### src/hw/tbud_pkg.sv
// Package: register map, field positions and reset values of the time-base unit
//
// Behaviour
// - Auto-reload counter 16 or 32 bits wide counting up or down.
// - Prescaler built on 16-bit counter divides by 1 up to 65536.
// - Prescaler setting is buffered; new ratio applies at next update event.
// - Counter, reload and prescaler values readable and writable anytime, even running.
// - Reload register accesses preload copy, separate from active copy.
// - Reload buffer off copies preload immediately; on copies only at update.
// - Counter advances only on divided clock, enabled only while count enable set.
// - Internal count enable asserts one clock after count enable set.
// - Up mode counts zero to active reload, wraps to zero, signals overflow.
// - Up mode update on each overflow and on update generate bit.
// - Overflow or underflow gives update only while update disable is zero.
// - Up mode, updates disabled: update generate restarts counter and prescaler at zero.
// - Request select set: software update does not set update flag.
// - Update reloads prescaler buffer, active reload, sets flag per request select.
// - Down mode counts active reload to zero, reloads, signals underflow.
// - Down mode update on each underflow and on update generate bit.
// - Down mode, updates disabled: update generate restarts at reload, prescaler zero.
// - Down mode loads new reload into active copy before reloading counter.
// - Update events can raise an interrupt or DMA request.
// - Update generate bit is writable and clears itself after triggering.
package tbud_pkg;
    localparam logic [11:0] TIMEBASE_CONTROL_OFS = 12'h000;
    localparam logic [11:0] EVENT_FLAG_OFS       = 12'h010;
    localparam logic [11:0] EVENT_REQUEST_OFS    = 12'h014;
    localparam logic [11:0] COUNT_VALUE_OFS      = 12'h024;
    localparam logic [11:0] CLOCK_DIVIDER_OFS    = 12'h028;
    localparam logic [11:0] RELOAD_LIMIT_OFS     = 12'h02c;

    localparam int COUNT_ENABLE_BIT          = 0;
    localparam int UPDATE_DISABLE_BIT        = 1;
    localparam int UPDATE_REQUEST_SELECT_BIT = 2;
    localparam int DIRECTION_BIT             = 4;
    localparam int RELOAD_BUFFER_ENABLE_BIT  = 7;
    localparam int UPDATE_FLAG_BIT           = 0;
    localparam int UPDATE_GENERATE_BIT       = 0;

    localparam int          PRESCALE_WIDTH    = 16;
    localparam logic [7:0]  CONTROL_RESET     = 8'h00;
    localparam logic [15:0] DIVIDER_RESET     = 16'h0000;
    localparam logic [31:0] RELOAD_RESET      = 32'hffffffff;
endpackage

### src/hw/tbud_prescaler.sv
// Prescaler: 16-bit divider producing a one-cycle count enable pulse
`timescale 1ns/1ps
`default_nettype none
module tbud_prescaler
    import tbud_pkg::*;
#(
    parameter int WIDTH = PRESCALE_WIDTH
) (
    input  wire logic             sys_clk,   // Kernel clock
    input  wire logic             resetn,    // Async reset, active low
    input  wire logic             run,       // Internal count enable
    input  wire logic             restart,   // Update: reload buffer, clear counter
    input  wire logic [WIDTH-1:0] preload,   // Software prescaler value
    output logic                  tick       // Divided count clock enable
);
    typedef struct packed {
        logic [WIDTH-1:0] ratio;
        logic [WIDTH-1:0] count;
    } tbud_psc_state_t;

    tbud_psc_state_t state;
    tbud_psc_state_t next_state;

    // Factor is ratio plus one; zero passes every cycle
    // Tick does not look at restart: restart is built from tick upstream
    assign tick = run && (state.count == state.ratio);

    always_comb begin
        next_state = state;
        if (restart) begin
            next_state.ratio = preload;
            next_state.count = '0;
        end else if (run) begin
            if (state.count == state.ratio) begin
                next_state.count = '0;
            end else begin
                next_state.count = state.count + 1'b1;
            end
        end
    end

    always_ff @(posedge sys_clk or negedge resetn) begin
        if (!resetn) begin
            state <= '0;
        end else begin
            state <= next_state;
        end
    end
endmodule
`default_nettype wire

### src/hw/tbud_timer.sv
// Time-base unit top: APB register file, up/down auto-reload counter, update logic
//
// The placing of the registers and register access over APB are this design's own decisions.
`timescale 1ns/1ps
`default_nettype none
module tbud_timer
    import tbud_pkg::*;
#(
    parameter int CNT_WIDTH = 16
) (
    input  wire logic        sys_clk,     // Kernel clock, 100 MHz
    input  wire logic        resetn,      // Async reset, active low
    input  wire logic        psel,        // APB select
    input  wire logic        penable,     // APB access phase
    input  wire logic        pwrite,      // APB direction
    input  wire logic [11:0] paddr,       // APB byte address
    input  wire logic [31:0] pwdata,      // APB write data
    input  wire logic [3:0]  pstrb,       // APB byte strobes
    output logic [31:0]      prdata,      // APB read data
    output logic             pready,      // APB ready
    output logic             pslverr,     // APB error
    input  wire logic        slave_update_generate, // Update request from slave controller
    output logic             update_event,  // One-cycle update pulse
    output logic             update_request // Interrupt/DMA request level
);
    import tbud_pkg::*;

    typedef struct packed {
        logic [7:0]           control;
        logic                 update_flag;
        logic                 count_enable_internal;
        logic [CNT_WIDTH-1:0] count_value;
        logic [15:0]          clock_divider;
        logic [CNT_WIDTH-1:0] reload_limit;
        logic [CNT_WIDTH-1:0] reload_active;
        logic [31:0]          rdata;
        logic                 update_pulse;
    } tbud_state_t;

    tbud_state_t state;
    tbud_state_t next_state;

    logic                 tick;
    logic                 wr_access;
    logic                 rd_access;
    logic                 ug_request;
    logic                 sw_update;
    logic                 hw_update;
    logic                 do_update;
    logic                 wrap;
    logic                 counting_down;
    logic [CNT_WIDTH-1:0] new_reload;
    logic [31:0]          wmask;

    ////////////////////////////////////////////////////////////////////////////////
    // Helpers

    function automatic logic [31:0] merge(input logic [31:0] old_v, input logic [31:0] new_v,
                                          input logic [31:0] mask);
        merge = (old_v & ~mask) | (new_v & mask);
    endfunction

    function automatic logic [31:0] widen(input logic [CNT_WIDTH-1:0] v);
        widen = 32'(v);
    endfunction

    function automatic logic known_address(input logic [11:0] a);
        known_address = (a == TIMEBASE_CONTROL_OFS) || (a == EVENT_FLAG_OFS) ||
                        (a == EVENT_REQUEST_OFS) || (a == COUNT_VALUE_OFS) ||
                        (a == CLOCK_DIVIDER_OFS) || (a == RELOAD_LIMIT_OFS);
    endfunction

    ////////////////////////////////////////////////////////////////////////////////
    // APB handshake

    assign pready    = 1'b1;
    assign pslverr   = psel && penable && !known_address(paddr);
    assign wr_access = psel && penable && pwrite && known_address(paddr);
    assign rd_access = psel && !penable && !pwrite;
    assign prdata    = state.rdata;
    assign wmask     = {{8{pstrb[3]}}, {8{pstrb[2]}}, {8{pstrb[1]}}, {8{pstrb[0]}}};

    ////////////////////////////////////////////////////////////////////////////////
    // Update sources

    // Update generate bit acts regardless of count enable, then self-clears
    assign ug_request = (wr_access && paddr == EVENT_REQUEST_OFS && pstrb[0] &&
                         pwdata[UPDATE_GENERATE_BIT]) || slave_update_generate;
    assign counting_down = state.control[DIRECTION_BIT];
    assign wrap = tick && (counting_down ? (state.count_value == '0)
                                         : (state.count_value == state.reload_active));
    assign hw_update = wrap && !state.control[UPDATE_DISABLE_BIT];
    assign sw_update = ug_request;
    assign do_update = hw_update || sw_update;
    // Active reload as it stands after this cycle's update
    assign new_reload = do_update ? state.reload_limit : state.reload_active;

    ////////////////////////////////////////////////////////////////////////////////
    // Prescaler

    tbud_prescaler #(
        .WIDTH (PRESCALE_WIDTH)
    ) u_prescaler (
        .sys_clk (sys_clk),
        .resetn  (resetn),
        .run     (state.count_enable_internal),
        .restart (sw_update || hw_update),
        .preload (state.clock_divider),
        .tick    (tick)
    );

    ////////////////////////////////////////////////////////////////////////////////
    // Next state

    always_comb begin
        next_state = state;
        next_state.update_pulse = do_update;
        // Internal enable follows the control bit one cycle later
        next_state.count_enable_internal = state.control[COUNT_ENABLE_BIT];

        // Counter advance on divided clock
        if (wrap) begin
            next_state.count_value = counting_down ? new_reload : '0;
        end else if (tick) begin
            next_state.count_value = counting_down ? state.count_value - 1'b1
                                                   : state.count_value + 1'b1;
        end

        // Software-generated update restarts the counter
        if (sw_update) begin
            next_state.count_value = counting_down ? new_reload : '0;
        end

        if (do_update) begin
            next_state.reload_active = state.reload_limit;
        end

        // Register writes
        if (wr_access) begin
            case (paddr)
                TIMEBASE_CONTROL_OFS: begin
                    next_state.control = 8'(merge(32'(state.control), pwdata, wmask)) &
                                         8'h97;
                end
                EVENT_FLAG_OFS: begin
                    if (pstrb[0] && !pwdata[UPDATE_FLAG_BIT]) begin
                        next_state.update_flag = 1'b0;
                    end
                end
                COUNT_VALUE_OFS: begin
                    next_state.count_value = CNT_WIDTH'(merge(widen(state.count_value), pwdata,
                                                              wmask));
                end
                CLOCK_DIVIDER_OFS: begin
                    next_state.clock_divider = 16'(merge(32'(state.clock_divider), pwdata,
                                                         wmask));
                end
                RELOAD_LIMIT_OFS: begin
                    next_state.reload_limit = CNT_WIDTH'(merge(widen(state.reload_limit), pwdata,
                                                               wmask));
                end
                default: begin
                end
            endcase
        end

        // Unbuffered reload follows preload at once
        if (!next_state.control[RELOAD_BUFFER_ENABLE_BIT]) begin
            next_state.reload_active = next_state.reload_limit;
        end

        // Flag set wins over software clear
        if (hw_update || (sw_update && !state.control[UPDATE_REQUEST_SELECT_BIT])) begin
            next_state.update_flag = 1'b1;
        end

        // Read data captured in the setup phase
        if (rd_access) begin
            case (paddr)
                TIMEBASE_CONTROL_OFS: next_state.rdata = 32'(state.control);
                EVENT_FLAG_OFS:       next_state.rdata = 32'(state.update_flag);
                COUNT_VALUE_OFS:      next_state.rdata = widen(state.count_value);
                CLOCK_DIVIDER_OFS:    next_state.rdata = 32'(state.clock_divider);
                RELOAD_LIMIT_OFS:     next_state.rdata = widen(state.reload_limit);
                default:              next_state.rdata = 32'h00000000;
            endcase
        end
    end

    ////////////////////////////////////////////////////////////////////////////////
    // State register

    always_ff @(posedge sys_clk or negedge resetn) begin
        if (!resetn) begin
            state               <= '0;
            state.control       <= CONTROL_RESET;
            state.clock_divider <= DIVIDER_RESET;
            state.reload_limit  <= CNT_WIDTH'(RELOAD_RESET);
            state.reload_active <= CNT_WIDTH'(RELOAD_RESET);
        end else begin
            state <= next_state;
        end
    end

    assign update_event   = state.update_pulse;
    assign update_request = state.update_flag;
endmodule
`default_nettype wire

### config.mk
export PLATFORM = sky130hd
export DESIGN_NAME = tbud_timer
export DESIGN_NICKNAME = d
export VERILOG_FILES = /design/src/hw/tbud_pkg.sv /design/src/hw/tbud_prescaler.sv /design/src/hw/tbud_timer.sv
export SDC_FILE = /design/constraint.sdc
export NUM_CORES = 1
export LEC_CHECK = 0
export ABC_CLOCK_PERIOD_IN_PS = 3900
export BUFFER_PORTS_ARGS = -buffer_cell sky130_fd_sc_hd__buf_4
export CAP_MARGIN = 15
export CORE_MARGIN = 4
export CORE_UTILIZATION = 50
export DETAILED_ROUTE_END_ITERATION = 8
export HOLD_SLACK_MARGIN = 0.05
export PLACE_DENSITY = 0.72
export SYNTH_ARGS = -nofsm -noshare
export SYNTH_HDL_FRONTEND = slang
export SYNTH_SLANG_ARGS = --single-unit
### constraint.sdc
create_clock -name sys_clk -period 3.9 [get_ports sys_clk]
set_input_delay 0.39 -clock sys_clk [delete_from_list [all_inputs] [get_ports sys_clk]]
set_output_delay 0.39 -clock sys_clk [all_outputs]
set_load 0.02 [all_outputs]
==> results of run 1 <==
synthesized netlist by cell type (2+ instances only):
| cell type | number | area, um2 |
|---|---|---|
| a221oi_1 | 5 | 43.8 |
| xnor2_1 | 24 | 210 |
| nor2_2 | 2 | 12.5 |
| nand2_2 | 2 | 12.5 |
| o21ai_0 | 46 | 230 |
| nor3_1 | 5 | 25.0 |
| o221ai_1 | 8 | 70.1 |
| nand4_1 | 13 | 81.3 |
| and3_1 | 5 | 31.3 |
| o21ai_1 | 2 | 10.0 |
| a22o_1 | 9 | 78.8 |
| nand2b_1 | 4 | 25.0 |
| buf_1 | 3 | 11.3 |
| buf_2 | 6 | 30.0 |
| and2_1 | 4 | 25.0 |
| nor2b_1 | 2 | 12.5 |
| clkbuf_1 | 12 | 45.0 |
| inv_1 | 9 | 33.8 |
| nor2_1 | 46 | 173 |
| o211ai_1 | 2 | 15.0 |
| buf_6 | 7 | 78.8 |
| a21oi_1 | 28 | 140 |
| o22ai_1 | 4 | 25.0 |
| a41oi_1 | 2 | 17.5 |
| dfrtp_1 | 88 | 2200 |
| conb_1 | 2 | 7.51 |
| xor2_1 | 31 | 272 |
| mux2i_1 | 48 | 480 |
| ha_1 | 15 | 188 |
| or3_1 | 6 | 37.5 |
| nand2_1 | 69 | 259 |
| nor4_1 | 8 | 50.1 |
| a21o_1 | 16 | 120 |
| and4_1 | 2 | 17.5 |
| dfstp_2 | 32 | 841 |
| mux2_2 | 53 | 597 |
| buf_4 | 35 | 263 |
| nor3_2 | 4 | 40.0 |
| o21a_1 | 9 | 67.6 |
| nand3_1 | 16 | 80.1 |
power by group through the flow:
| stage | combinational (W) | sequential (W) | clock [W] |
|---|---|---|---|
| 2_1_floorplan | 0.000127 | 0.00128 | 0 |
| 3_3_place_gp | 0.000194 | 0.00128 | 0 |
| 3_5_place_dp | 0.000198 | 0.00128 | 0 |
| 4_1_cts | 0.000200 | 0.00126 | 0.00154 |
| 5_1_grt | 0.000219 | 0.00126 | 0.00160 |
| 6_report | 0.000201 | 0.00126 | 0.00152 |
logic make-up after synthesis:
logic type,Yosys count
buf+inv,73
fa+ha+maj,16
compound gates,144
other cells,2
flops,120
simple gates,195
xor+xnor,55
mux,102
area by class of cell:
cell class                      count  share of cell area
Multi-Input combinational cell    529               0.463
Sequential cell                   120               0.377
Clock buffer                       24              0.0584
Timing Repair Buffer               61              0.0567
Tap cell                          180              0.0279
Clock inverter                      8              0.0119
Inverter                           10             0.00527
critical path, cell delays in order, from the launching register on:
cell       delay [ns]
dfrtp_1          0.92
ha_1             0.40
a211oi_1         0.29
o21ai_1          0.18
a2111oi_2        0.56
nor3_2           0.14
nor3_2           0.22
o21ai_0          0.12
a21oi_1          0.22
xor2_1           0.09
a221o_1          0.30
routing by layer:
layer / part of all wire / wire length (um) / vias up / global-route usage
met2: 0.49 / 8880 / 206 / 0.384
met4: 0.019 / 344 / 0 / 0.0705
met5: 0 / 0 / - / 0
met1: 0.41 / 7490 / 2741 / 0.294
li1: - / - / 2557 / -
met3: 0.076 / 1370 / 38 / 0.0538
worst max-delay path by stage:
stage	start	endpoint	slack [ns]
finish	flip-flop	flip-flop	0.34
CTS	flip-flop	flip-flop	0.45
floorplan	flip-flop	flip-flop	1.20
global placement	flip-flop	flip-flop	0.66
global route	flip-flop	flip-flop	0.13
detailed placement	flip-flop	flip-flop	0.54
stage by stage:
step           worst slack [ns]  utilization  hold slack [ns]
4_1_cts                   0.448        0.577            0.167
5_1_grt                   0.127        0.577            0.215
3_3_place_gp              0.663        0.536            0.411
3_5_place_dp              0.542        0.536            0.413
2_1_floorplan              1.20            -           0.0944
6_report                  0.339        0.577            0.136
==> flow_summary.json, run 1 <==
{
  "final_area_um2": 8070,
  "p_sw_frac": 0.229,
  "cts_root_buf": "clkbuf_16",
  "portBuffers": 54,
  "grt_pass1_vias": 5670,
  "cts_tree": "yes",
  "die-area_um2": 16400,
  "max-slew-margin-rel": 0.355,
  "p_sw_w": 0.000681,
  "ir_drop_mv": 0.261,
  "final-seq-area_um2": 3040,
  "synthXorXnorAreaFrac": 0.0670,
  "grt_pass1_wl_um": 29300,
  "power_w": 0.00297,
  "setup-tns-final_ns": 0,
  "place_congestion": 0.887,
  "grt_max_degree": 81,
  "synth_top_flop_cell": "dfrtp_1",
  "p_int_w": 0.00229,
  "coreArea_um2": 14000,
  "drtIter0Drc": 546,
  "mostFrequentLayoutCells": "dfrtp_1, nand2_1, buf_4",
  "leakage_nw": 3.82,
  "fp-row-count": 43,
  "insertedDiodeCount": 0,
  "clock-skew-final_ns": 0.00683,
  "overflow": 0,
  "start_util": 0.514,
  "synthSimpleGateAreaFrac": 0.132,
  "slew_violations": 0,
  "start_kind": "flip-flop",
  "cts_max_level": 4,
  "hpwl_um": 13200,
  "area_delta_synth_final_pct": 12.2,
  "vias": 5542,
  "io_pins": 90,
  "p_clk_frac": 0.510,
  "cts_inserted_buffers": 17,
  "synth_fa_ha_area_frac": 0.0289,
  "layout_commonest_cell": "dfrtp_1",
  "clkLatencyLatePin_ns": 0.42,
  "cts_setup_buffers": 0,
  "drive_gt1_frac": 0.253,
  "multi_input_area_um2": 3730,
  "clock.fmax_ghz": 0.281,
  "cp.arrival_ns": 3.86,
  "final_nets": 809,
  "clk_pin_slew_ns": 0.05,
  "synth-seq-area-share": 0.423,
  "holdBufCountCts": 0,
  "fin_crit_sh": 0.913,
  "drt-pass1-iter-count": 5,
  "clk_path_buf_depth": 2,
  "wirelength_um": 18100,
  "postSynthAreaPerCell_um2": 10.2,
  "place_area_um2": 7500,
  "yosysUniqueCellTypes": 63,
  "cts_resized": 0,
  "power_density_nw_per_um2": 369,
  "synthMuxAreaShare": 0.152,
  "wl_per_cell_um": 19.4,
  "yosys_register_bits": 120,
  "pwr-share-seq": 0.423,
  "hold_viol": 0,
  "r2r_cells": 10,
  "cts_sinks": 120,
  "min_path_type": "in -> async",
  "antenna_found_initial": 0,
  "cp_max_fo": 24,
  "drv_cap": 0,
  "tightest_slew_ns": 0.968,
  "p_comb_frac": 0.067,
  "grt_setup_unrepaired": "false",
  "drcViolationCount": 0,
  "synthCells": 707,
  "die_w_um": 128,
  "setup_viol": 0,
  "fillers": 1168,
  "grt_usage": 0.229,
  "cp-end-kind": "flip-flop",
  "yosysWarnings": 0,
  "antenna_left": 0,
  "synth_compound_area_frac": 0.130,
  "worstSetupPathType": "reg -> reg",
  "dp.cells": 900,
  "synth_top_family_by_area": "multiplexers",
  "finalCriticalPeriod_ns": 3.56,
  "syn_area_um2": 7190,
  "synth_edf_count": 0,
  "routed_via_density": 5.95,
  "die_y_um": 128,
  "rrSetupSlack_ns": 0.34,
  "async_flop_share": 1.00,
  "status": "finished clean",
  "crit_required_ns": 4.20,
  "stdcell_count": 932
}
No activity file was read; power rests on OpenSTA's default activity.
==> inputs of run 2 (changes only) <==
--- a/config.mk
+++ b/config.mk
@@ -6,13 +6,14 @@
 export NUM_CORES = 1
 export LEC_CHECK = 0
 export ABC_CLOCK_PERIOD_IN_PS = 3900
-export BUFFER_PORTS_ARGS = -buffer_cell sky130_fd_sc_hd__buf_4
 export CAP_MARGIN = 15
 export CORE_MARGIN = 4
 export CORE_UTILIZATION = 50
 export DETAILED_ROUTE_END_ITERATION = 8
+export DONT_BUFFER_PORTS = 1
 export HOLD_SLACK_MARGIN = 0.05
-export PLACE_DENSITY = 0.72
+export PLACE_DENSITY = 0.67
+export REMOVE_ABC_BUFFERS = 1
 export SYNTH_ARGS = -nofsm -noshare
 export SYNTH_HDL_FRONTEND = slang
 export SYNTH_SLANG_ARGS = --single-unit
==> run 2 against run 1 <==
Compared with the run above: core utilization down 1.9 points; register-to-register slack better by 0.19 ns; first-iteration DRC count down 38%; non-clock buffer count down 50; clock power up 14%; sequential power about the same; sequential share of layout area up 1.3 points; combinational power down 27%; via count down 3.1%; power up 5.8%; cell count down 5.4%; critical path type unchanged; largest cell class unchanged; highest routed layer unchanged.
==> flow_summary.json, run 2 (synthesis results as in run 1) <==
{
  "crit_required_ns": 4.26,
  "die_y_um": 128,
  "cts_root_buf": "clkbuf_16",
  "drtIter0Drc": 339,
  "clock.fmax_ghz": 0.296,
  "cp-end-kind": "flip-flop",
  "antenna_found_initial": 0,
  "drv_cap": 0,
  "cp_max_fo": 19,
  "grt_max_degree": 121,
  "cts_setup_buffers": 0,
  "cts_sinks": 120,
  "grt_pass1_wl_um": 29100,
  "wl_per_cell_um": 20.6,
  "worstSetupPathType": "reg -> reg",
  "hold-path-cell-count": 2,
  "place_congestion": 0.878,
  "leakage_nw": 3.61,
  "critPathSlowestCell": "nor2_1",
  "fp-row-count": 43,
  "vias": 5369,
  "portBuffers": 0,
  "fillers": 1213,
  "max-slew-margin-rel": 0.331,
  "cp.arrival_ns": 3.74,
  "status": "finished clean",
  "wirelength_um": 18200,
  "cts_tree": "yes",
  "grt_setup_unrepaired": "false",
  "clock-skew-final_ns": 0.00759,
  "clk_pin_slew_ns": 0.06,
  "hpwl_um": 12500,
  "slew_violations": 0,
  "final-seq-area_um2": 3040,
  "setup-tns-final_ns": 0,
  "path_buf_inv": 1,
  "area_delta_synth_final_pct": 8.49,
  "antenna_left": 0,
  "start_util": 0.514,
  "rrSetupSlack_ns": 0.53,
  "stdcell_count": 882,
  "drt-pass1-iter-count": 5,
  "final_nets": 759,
  "die-area_um2": 16400,
  "finalCriticalPeriod_ns": 3.37,
  "mostFrequentLayoutCells": "dfrtp_1, nand2_1, mux2_2",
  "cts_max_level": 4,
  "cp_top_family": "simple AND/OR/NAND/NOR gates",
  "r2r-start": "u_prescaler.state[31]$_DFFE_PN0P_",
  "clkLatencyLatePin_ns": 0.43,
  "cp_cell_sequence": "xor2_1 -> nor4_1 -> and4_1 -> nand2_1 -> buf_4 -> o21ai_2 -> nor2_1 -> nand3_1 -> o221ai_1 -> a21o_1",
  "max_stage_delay_ns": 0.83,
  "ir_drop_mv": 0.320,
  "routed_via_density": 6.09,
  "r2r_cells": 10,
  "drive_gt1_frac": 0.205,
  "holdBufCountCts": 2,
  "cts_inserted_buffers": 17,
  "layout_commonest_cell": "dfrtp_1",
  "start_kind": "flip-flop",
  "drcViolationCount": 0,
  "holdWs_ns": 0.0943,
  "setup_viol": 0,
  "insertedDiodeCount": 0,
  "grt_pass1_vias": 5298,
  "dp.cells": 848,
  "hold_viol": 0,
  "tightest_slew_ns": 1.00,
  "cts_resized": 0,
  "power_density_nw_per_um2": 403,
  "io_pins": 90,
  "die_w_um": 128,
  "coreArea_um2": 14000,
  "fin_crit_sh": 0.865,
  "clk_path_buf_depth": 2,
  "multi_input_area_um2": 3730,
  "min_path_type": "in -> reg",
  "grt_usage": 0.229,
  "overflow": 0,
  "hold_start": "pwdata[4]"
}
-- run 2: through the flow --
step / total power (W) / utilization / setup WS [ns] / cell area, um2
after global placement: 0.00140 / 0.508 / 0.748 / 7110
after floorplan: 0.00138 / - / 0.626 / 6820
after CTS: 0.00316 / 0.558 / 0.560 / 7800
after global routing: 0.00323 / 0.558 / 0.355 / 7800
final: 0.00315 / 0.558 / 0.526 / 7800
after detailed placement: 0.00140 / 0.508 / 0.642 / 7110
-- run 2: final cells by class --
class / instances / share of cell area
inverters: 10 / 0.00545
clock inverters: 15 / 0.0290
multi-input cells: 529 / 0.479
flip-flops and latches: 120 / 0.390
well taps: 180 / 0.0289
clock buffers: 17 / 0.0545
repair buffers: 11 / 0.0135
-- run 2: power by group --
group,switching [W],total [W],internal (W)
Combinational,0.0000971,0.000146,0.0000492
Sequential,0.00000801,0.00126,0.00125
Clock,0.000605,0.00174,0.00113
Total,0.000710,0.00315,0.00244
-- run 2: metal layers --
layer / vias to the layer above / global-route usage / share of wire
li1: 2460 / - / -
met1: 2700 / 0.293 / 0.42
met2: 169 / 0.376 / 0.49
met3: 40 / 0.0496 / 0.053
met4: 0 / 0.0999 / 0.030
met5: - / 0 / 0
-- run 2: worst max path at each step --
| stage | startpoint | endpoint | slack (ns) | cells past startpoint |
|---|---|---|---|---|
| 6_report | u_prescaler.state[31]$_DFFE_PN0P_ | flip-flop | 0.53 | 10 |
| 2_1_floorplan | pwrite | flip-flop | 0.63 | 9 |
| 3_3_place_gp | u_prescaler.state[1]$_DFFE_PN0P_ | flip-flop | 0.75 | 10 |
| 5_1_grt | u_prescaler.state[31]$_DFFE_PN0P_ | flip-flop | 0.36 | 10 |
| 4_1_cts | u_prescaler.state[31]$_DFFE_PN0P_ | flip-flop | 0.56 | 10 |
| 3_5_place_dp | u_prescaler.state[31]$_DFFE_PN0P_ | flip-flop | 0.64 | 10 |
